`src/logic/ptmr_regs.svh`:
```
`ifndef PTMR_REGS_SVH
`define PTMR_REGS_SVH
// Byte offsets of the registers on APB.
`define PTMR_OFF_CTRL0  8'h00
`define PTMR_OFF_CTRL1  8'h04
`define PTMR_OFF_CNT_L  8'h08
`define PTMR_OFF_CNT_H  8'h0c
`define PTMR_OFF_CMPA_L 8'h10
`define PTMR_OFF_CMPA_H 8'h14
`define PTMR_OFF_CMPP_L 8'h18
`define PTMR_OFF_CMPP_H 8'h1c
`define PTMR_OFF_FLAGS  8'h20
// Reset values.
`define PTMR_RST_CTRL 8'h00
`define PTMR_RST_CMP  10'h000
// Field positions of the first control register.
`define PTMR_B_PAUSE 7
`define PTMR_B_CKH   6
`define PTMR_B_CKL   4
`define PTMR_B_ON    3
// Field positions of the second control register.
`define PTMR_B_MODEH 7
`define PTMR_B_MODEL 6
`define PTMR_B_PIOH  5
`define PTMR_B_PIOL  4
`define PTMR_B_OC    3
`define PTMR_B_POL   2
`define PTMR_B_CCS   0
// Flag register fields.
`define PTMR_B_FA 0
`define PTMR_B_FP 1
// Mode codes.
`define PTMR_MODE_CMP 2'h0
`define PTMR_MODE_PWM 2'h2
`define PTMR_MODE_TC  2'h3
// Prescaler terminal counts.
`define PTMR_DIV4  6'h03
`define PTMR_DIV16 6'h0f
`define PTMR_DIV64 6'h3f
`endif

```
`src/logic/ptmr_pkg.sv`:
```
package ptmr_pkg;
  // APB request from the master.
  typedef struct packed {
    logic        psel;
    logic        penable;
    logic        pwrite;
    logic [7:0]  paddr;
    logic [31:0] pwdata;
  } ptmr_apb_t;
  // Whole state of the timer.
  typedef struct packed {
    logic [7:0]  ctrl0;
    logic [7:0]  ctrl1;
    logic [9:0]  cmp_a;
    logic [9:0]  cmp_p;
    logic [9:0]  cnt;
    logic [5:0]  pre;
    logic        on_d;
    logic        sub_s1;
    logic        sub_s2;
    logic        sub_d;
    logic        fa;
    logic        fp;
    logic        pin;
    logic        pin_oe;
    logic [31:0] prdata;
    logic        pready;
    logic        pslverr;
  } ptmr_state_t;
endpackage

```
`src/logic/ptmr_top.sv`:
```
`timescale 1ns/1ps
`include "ptmr_regs.svh"
module ptmr_top #(
  parameter int CNT_W = 10
) (
  input  wire logic              core_clk,
  input  wire logic              sys_rst,
  input  wire ptmr_pkg::ptmr_apb_t apb,
  input  wire logic              sub_clk_in,
  output logic [31:0]            prdata,
  output logic                   pready,
  output logic                   pslverr,
  output logic                   timer_output_pin,
  output logic                   timer_output_oe,
  output logic                   match_a_flag,
  output logic                   match_p_flag
);

  // ****************************************
  // Parameter check
  // ****************************************

  // The register map holds exactly ten counter bits.
  if (CNT_W != 10) begin : g_bad_width
    $error("ptmr_top supports only a ten-bit counter");
  end

  // ****************************************
  // State
  // ****************************************

  ptmr_pkg::ptmr_state_t st;       // Registered state.
  ptmr_pkg::ptmr_state_t next_st;  // Next state.

  // Decoded control fields and derived internal signals.
  logic       on_bit;    // Counter enable.
  logic       pause;     // Counter pause.
  logic [2:0] ck_sel;    // Clock source code.
  logic [1:0] mode;      // Operating mode.
  logic [1:0] pio;       // Pin function code.
  logic       oc;        // Initial or active level.
  logic       pol;       // Output inversion.
  logic       ccs;       // Clear source select.
  logic       on_rise;   // counter_on went high.
  logic       tick;      // One counter clock.
  logic       sub_tick;  // Sub clock rising edge.
  logic [9:0] inc;       // Counter plus one.
  logic       hit_a;     // Comparator A match.
  logic       hit_p;     // Comparator P match.
  logic       run;       // Counter may advance.
  logic       wr;        // APB write access.
  logic       setup;     // APB setup phase.
  logic       sp_mode;   // Single-pulse mode.
  logic       pwm_act;   // PWM waveform level.
  logic       lvl;       // Pin level before invert.

  // ****************************************
  // Field decode
  // ****************************************

  // Pull the fields out of the control registers.
  always_comb begin
    on_bit  = st.ctrl0[`PTMR_B_ON];
    pause   = st.ctrl0[`PTMR_B_PAUSE];
    ck_sel  = st.ctrl0[`PTMR_B_CKH:`PTMR_B_CKL];
    mode    = st.ctrl1[`PTMR_B_MODEH:`PTMR_B_MODEL];
    pio     = st.ctrl1[`PTMR_B_PIOH:`PTMR_B_PIOL];
    oc      = st.ctrl1[`PTMR_B_OC];
    pol     = st.ctrl1[`PTMR_B_POL];
    ccs     = st.ctrl1[`PTMR_B_CCS];
    on_rise = on_bit & ~st.on_d;
    sp_mode = (mode == `PTMR_MODE_PWM) & (pio == 2'h3);
    wr      = apb.psel & apb.penable & apb.pwrite;
    setup   = apb.psel & ~apb.penable;
  end

  // ****************************************
  // Clock source select
  // ****************************************

  // The sub clock arrives from a pin, so only the
  // second sync stage feeds the edge detector.
  always_comb begin
    sub_tick = st.sub_s2 & ~st.sub_d;
    case (ck_sel)
      3'h0:       tick = ((st.pre & `PTMR_DIV4) == `PTMR_DIV4);
      3'h1:       tick = 1'b1;
      3'h2:       tick = ((st.pre & `PTMR_DIV16) == `PTMR_DIV16);
      3'h3:       tick = (st.pre == `PTMR_DIV64);
      3'h4, 3'h5: tick = sub_tick;
      default: begin
        // Reserved codes give no counter clock.
        tick = 1'b0;
      end
    endcase
  end

  // ****************************************
  // Comparators
  // ****************************************

  // A match means the next count would equal the
  // compare value; a P value of zero stands for the wrap at 3FF, an A value of zero never matches.
  always_comb begin
    inc   = st.cnt + 10'h001;
    hit_a = (inc == st.cmp_a) & (st.cmp_a != 10'h000);
    hit_p = (inc == st.cmp_p);
    run   = on_bit & ~pause & ~on_rise & tick;
    // Duty at or above the period keeps it active.
    pwm_act = (st.cnt < st.cmp_a);
  end

  // ****************************************
  // Next state
  // ****************************************

  // Counter, flags, pin and APB slave in one place.
  always_comb begin
    next_st = st;
    // Free-running prescaler and sub clock sync.
    next_st.pre    = st.pre + 6'h01;
    next_st.sub_s1 = sub_clk_in;
    next_st.sub_s2 = st.sub_s1;
    next_st.sub_d  = st.sub_s2;
    next_st.on_d   = on_bit;

    // Counting.
    if (on_rise) begin
      next_st.cnt = 10'h000;
    end else if (run) begin
      if (mode == `PTMR_MODE_PWM) begin
        // Clear select is not looked at here.
        if (sp_mode) begin
          next_st.cnt = inc;
        end else if (hit_p) begin
          next_st.cnt = 10'h000;
        end else begin
          next_st.cnt = inc;
        end
      end else if (ccs ? hit_a : hit_p) begin
        next_st.cnt = 10'h000;
      end else begin
        next_st.cnt = inc;
      end
    end
    // Otherwise off, paused or no tick: hold.

    // Flags; a set in the clear cycle wins.
    if (wr & (apb.paddr == `PTMR_OFF_FLAGS)) begin
      if (apb.pwdata[`PTMR_B_FA]) begin
        next_st.fa = 1'b0;
      end
      if (apb.pwdata[`PTMR_B_FP]) begin
        next_st.fp = 1'b0;
      end
    end
    if (run & hit_a) begin
      next_st.fa = 1'b1;
    end
    // P only flags when it clears the counter.
    if (run & hit_p & ~sp_mode) begin
      if ((mode == `PTMR_MODE_PWM) | ~ccs) begin
        next_st.fp = 1'b1;
      end
    end

    // Pin level before inversion.
    lvl = st.pin ^ pol;
    if (mode == `PTMR_MODE_PWM) begin
      case (pio)
        2'h0: begin
          lvl = ~oc;
        end
        2'h1: begin
          lvl = oc;
        end
        2'h2: begin
          lvl = pwm_act ? oc : ~oc;
        end
        default: begin
          // Active from the rise until counter_on falls.
          lvl = on_bit ? oc : ~oc;
        end
      endcase
      if (on_rise & (pio == 2'h2)) begin
        // The count restarts at zero, so show the level for zero.
        lvl = (st.cmp_a != 10'h000) ? oc : ~oc;
      end
    end else if (on_rise) begin
      lvl = oc;
    end else if (run & hit_a) begin
      // A level equal to the present one is no change.
      case (pio)
        2'h1: begin
          lvl = 1'b0;
        end
        2'h2: begin
          lvl = 1'b1;
        end
        2'h3: begin
          lvl = ~lvl;
        end
        default: begin
          lvl = lvl;
        end
      endcase
    end
    if (mode == `PTMR_MODE_TC) begin
      next_st.pin_oe = 1'b0;
      next_st.pin    = st.pin;
    end else begin
      next_st.pin_oe = 1'b1;
      next_st.pin    = lvl ^ pol;
    end

    // Single pulse ends at an A match.
    if (sp_mode & run & hit_a) begin
      next_st.ctrl0[`PTMR_B_ON] = 1'b0;
    end

    // APB writes take effect in the access phase.
    if (wr) begin
      case (apb.paddr)
        `PTMR_OFF_CTRL0: begin
          next_st.ctrl0 = {apb.pwdata[7:3], 3'h0};
        end
        `PTMR_OFF_CTRL1: begin
          next_st.ctrl1 = apb.pwdata[7:0];
        end
        `PTMR_OFF_CMPA_L: begin
          next_st.cmp_a[7:0] = apb.pwdata[7:0];
        end
        `PTMR_OFF_CMPA_H: begin
          next_st.cmp_a[9:8] = apb.pwdata[1:0];
        end
        `PTMR_OFF_CMPP_L: begin
          next_st.cmp_p[7:0] = apb.pwdata[7:0];
        end
        `PTMR_OFF_CMPP_H: begin
          next_st.cmp_p[9:8] = apb.pwdata[1:0];
        end
        default: begin
          // Counter bytes have no write path.
          next_st.ctrl1 = st.ctrl1;
        end
      endcase
    end

    // Read data and error are formed in setup.
    next_st.pready = 1'b1;
    if (setup) begin
      next_st.pslverr = 1'b0;
      case (apb.paddr)
        `PTMR_OFF_CTRL0: begin
          next_st.prdata = {24'h0, st.ctrl0};
        end
        `PTMR_OFF_CTRL1: begin
          next_st.prdata = {24'h0, st.ctrl1};
        end
        `PTMR_OFF_CNT_L: begin
          next_st.prdata = {24'h0, st.cnt[7:0]};
        end
        `PTMR_OFF_CNT_H: begin
          next_st.prdata = {30'h0, st.cnt[9:8]};
        end
        `PTMR_OFF_CMPA_L: begin
          next_st.prdata = {24'h0, st.cmp_a[7:0]};
        end
        `PTMR_OFF_CMPA_H: begin
          next_st.prdata = {30'h0, st.cmp_a[9:8]};
        end
        `PTMR_OFF_CMPP_L: begin
          next_st.prdata = {24'h0, st.cmp_p[7:0]};
        end
        `PTMR_OFF_CMPP_H: begin
          next_st.prdata = {30'h0, st.cmp_p[9:8]};
        end
        `PTMR_OFF_FLAGS: begin
          next_st.prdata = {30'h0, st.fp, st.fa};
        end
        default: begin
          next_st.prdata  = 32'h0;
          next_st.pslverr = 1'b1;
        end
      endcase
    end
  end

  // ****************************************
  // State register
  // ****************************************

  // Constant reset values only.
  always_ff @(posedge core_clk or posedge sys_rst) begin
    if (sys_rst) begin
      st        <= '0;
      st.ctrl0  <= `PTMR_RST_CTRL;
      st.ctrl1  <= `PTMR_RST_CTRL;
      st.cmp_a  <= `PTMR_RST_CMP;
      st.cmp_p  <= `PTMR_RST_CMP;
    end else begin
      st <= next_st;
    end
  end

  // Outputs straight from the state flops.
  assign prdata           = st.prdata;
  assign pready           = st.pready;
  assign pslverr          = st.pslverr;
  assign timer_output_pin = st.pin;
  assign timer_output_oe  = st.pin_oe;
  assign match_a_flag     = st.fa;
  assign match_p_flag     = st.fp;
endmodule

```
`config.mk`:
```
export PLATFORM = sky130hd
export DESIGN_NAME = ptmr_top
export DESIGN_NICKNAME = d
export VERILOG_FILES = /design/src/logic/ptmr_pkg.sv /design/src/logic/ptmr_top.sv
export VERILOG_INCLUDE_DIRS = /design/src /design/src/logic
export SDC_FILE = /design/constraint.sdc
export NUM_CORES = 1
export LEC_CHECK = 0
export BUFFER_PORTS_ARGS = -buffer_cell sky130_fd_sc_hd__buf_4
export CAP_MARGIN = 20
export CORE_UTILIZATION = 40
export CTS_CLUSTER_DIAMETER = 30
export DETAILED_ROUTE_END_ITERATION = 10
export HOLD_SLACK_MARGIN = 0.08
export SLEW_MARGIN = 20
export SYNTH_ARGS = -nofsm -noshare
export SYNTH_HDL_FRONTEND = slang
export SYNTH_SLANG_ARGS = --single-unit
export TNS_END_PERCENT = 10
```
`constraint.sdc`:
```
create_clock -name core_clk -period 3.25 [get_ports core_clk]
set_input_delay 0 -clock core_clk [delete_from_list [all_inputs] [get_ports core_clk]]
set_output_delay 0 -clock core_clk [all_outputs]
set_load 0.02 [all_outputs]
```
==> key figures <==
Outcome
  – Outcome: finished, final reports clean

Cells and area
  – Share of cells above drive strength 1: 0.2100
  – Most frequent cells in the layout: dfrtp_1 (67), nand2_1 (49), buf_4 (49), mux2_2 (27), conb_1 (25)
  – Non-Filler Instances: 636
  – Sequential cell area: 1677 um2
  – Commonest non-fill, non-tap cell in the layout: dfrtp_1
  – ANT cells: 0
  – Multi-input gate area: 2285 um2
  – Fillers: 1013
  – Area delta synth->final: 15.32%
  – Final net count: 553

CTS
  – CTS tree: built
  – Reg clk slew, reported paths: 0.08 ns
  – # clock sinks: 67
  – H-tree Lvls: 3
  – CTS max path bufs: 2
  – Clock buffer count from CTS: 9
  – Later-pin clock latency in the skew report: ~0.35 ns
  – Root Buffer: clkbuf_8
  – Post-CTS Setup Bufs: 0

Timing
  – F_max: 335.6 MHz
  – Worst rel slew slack: 0.3880
  – Final setup viols: 0
  – Final Cycle Share: 0.9168
  – RSZ-0062 raised after global routing: no
  – Pin slew with the least headroom to its limit: roughly 0.91 ns
  – Min Tclk post-route: 2.980 ns
  – Final hold vios: 0
  – Total negative setup slack: 0 ns
  – Final-report max-slew violation count: 0
  – Final Skew: 0.009497 ns

Power
  – Peak supply drop: 264.3 uV
  – P_int: ~1.4 mW
  – Power per cell area: 368.2 nW/um2
  – Comb pwr share: 0.094
  – Clk network pwr share: 0.431
  – Flop pwr share: 0.475
  – Static Leak: 2.271 nW
  – Power Total: 1.824 mW
  – Net Sw Frac: 0.2569
  – Psw: approximately 0.47 mW

Place
  – GPL Wtd Cong: slightly above 0.9
  – HPWL Detailed: between 8000 and 9000 um
  – Inst Count DP: 605
  – IO buf count: 35

Die
  – Die height: around 110 um
  – Num rows: 37
  – Number of I/O pins: 84
  – Die W: 105.6 um
  – Die Area: 11160 um2
  – Core ar.: between 10000 and 15000 um2
  – Initial Util: 0.4142

Synth
  – Flops & latches, synth: 67
  – Yosys warning total: 0
  – Synth Instances: 443
  – Netlist Area Pre-Place: 4295 um2
  – Synth Area per Inst: between 9 and 10 um2
  – Sequential area share after synthesis: 0.3903
  – Post-synth cell types: 65
  – Synth area leader: dfrtp_1
  – Post-synth EDFFs: 0
  – Synth area leaders: dfrtp_1 (39%), mux2_2 (7.1%), buf_4 (5.6%), nand2_1 (4.3%), ha_1 (3.5%)
  – Synth top area share: 0.3903
  – Post-synth ARST share: 1.000
  – Commonest register cell after synthesis: dfrtp_1

Worst setup path
  – Critical Path AT: 3.25 ns
  – Worst setup SP type: flop
  – WS Path Type: flop to flop
  – R2r setup slk: 0.27 ns
  – Worst Path Required: 3.52 ns
  – FF-to-FF Start: st[49]
  – Worst setup EP type: flop
  – Crit path max fanout: 11
  – R2r endpoint: st[55]
  – R2R cell count: 9

GRT
  – Pin count of the biggest net entering global routing: 42
  – GRT Util Overall: 0.2067
  – Overflow after GRT: 0
  – First-pass GRT wire length: 17750 um
  – Antenna violations before repair: 0
  – Vias in the first global route: 3427

Job
  – Max Cap Viol: 0

Route
  – TritonRoute pass-1 iters: 5
  – Total Wirelength: 10870 um
  – DRC: 0
  – Drt wl/cell: 17.10 um
  – Vias: roughly 3500
  – Vias/cell: 5.492
  – ANT nets after route: 0
  – Starting DRT DRC Count: 199

Worst hold path
  – Min-delay src: apb[37]
  – Hold depth: 6
  – Min-delay worst type: primary input to flop
  – Hold Path Sink: match_a_flag
==> stage by stage <==
stage	area, um2	util	hold slack [ns]	setup WS (ns)
finish	4954	0.4777	0.1879	0.2704
global route	4954	0.4777	0.2171	0.02241
CTS	4954	0.4777	0.1823	0.2888
detailed placement	4578	0.4415	0.1103	0.2954
global placement	4578	0.4415	0.1110	0.3315
floorplan	4382	-	0.03143	0.6018
==> synth_stat cells (6+ instances only) <==
library cell / n
o21ai_0: 21
a22o_1: 8
a21oi_1: 7
ha_1: 12
nand2_1: 49
xnor2_1: 12
a22oi_1: 11
nor3_1: 13
xor2_1: 10
inv_1: 21
nand2b_1: 8
mux2_2: 27
nor2_1: 12
nand4_1: 6
nand3_1: 19
buf_4: 32
dfrtp_1: 67
and3_1: 6
==> power groups by stage <==
stage | Combinational, mW | Clock [mW] | Sequential, mW
after global placement | 0.159 | 0 | 0.882
after detailed placement | 0.160 | 0 | 0.883
after global routing | 0.189 | 0.841 | 0.868
after floorplan | 0.115 | 0 | 0.887
after CTS | 0.172 | 0.799 | 0.867
final | 0.172 | 0.786 | 0.867
==> cells by family (layout without fill, tap and decap cells) <==
logic type | after synthesis | in the layout | share of synthesized area
AND/OR/NAND/NOR | 147 | 147 | 0.1812
AO/OA/AOI/OAI | 92 | 92 | 0.1561
flip-flops | 67 | 67 | 0.3903
buffers and inverters | 67 | 101 | 0.09787
multiplexers | 32 | 32 | 0.08244
XOR/XNOR | 24 | 24 | 0.05534
adder cells (fa/ha/maj) | 12 | 12 | 0.03495
other | 2 | 25 | 0.001748
==> how the worst max path moves through the flow <==
stage,from,end,slack (ns)
2_1_floorplan,st[48],st[56],0.60
3_3_place_gp,st[49],st[51],0.33
3_5_place_dp,st[49],st[51],0.30
4_1_cts,st[49],st[56],0.29
5_1_grt,st[49],timer_output_pin,0.02
6_report,st[49],st[55],0.27
==> timing repair <==
item,4_1_cts,5_1_grt
hold buffers,15,0
endpoints found under the hold margin,84,0
gates resized for setup,0,0
==> state kept, by name, summed over array words and instances (netlist names) <==
| name | cells |
|---|---|
| pslverr | 1 |
| st | 39 |
| mode | 2 |
| pio | 2 |
| pol | 1 |
| ccs | 1 |
| match_p_flag | 1 |
| ck_sel | 3 |
| oc | 1 |
| prdata | 8 |
| match_a_flag | 1 |
| pause | 1 |
| next_st | 3 |
| timer_output_oe | 1 |
| timer_output_pin | 1 |
| pready | 1 |
==> worst max-delay path, stage by stage, from the launching register on <==
cell	delay [ns]
dfrtp_1	0.47
ha_1	0.44
nand3_1	0.18
nor2_1	0.34
xnor3_1	0.30
nand4_1	0.15
o31a_2	0.26
nand3_2	0.22
or3_2	0.45
o21ai_0	0.09
==> layer usage <==
layer | global-route usage | part of all wire | vias to the layer above
met2 | 0.3130 | 0.45 | 120
met1 | 0.2907 | 0.48 | 1684
met5 | 0 | 0 | -
met4 | 0.09028 | 0.031 | 0
li1 | - | - | 1661
met3 | 0.03463 | 0.048 | 28
==> final cells by class <==
| cell class | count | share of cell area |
|---|---|---|
| inverter | 21 | 0.01591 |
| clock buffer | 9 | 0.02501 |
| sequential | 67 | 0.3385 |
| tap | 136 | 0.03435 |
| clock inverter | 7 | 0.02046 |
| multi-input combinational | 332 | 0.4612 |
| timing repair buffer | 64 | 0.1046 |
(Power assumes the default switching activity.)
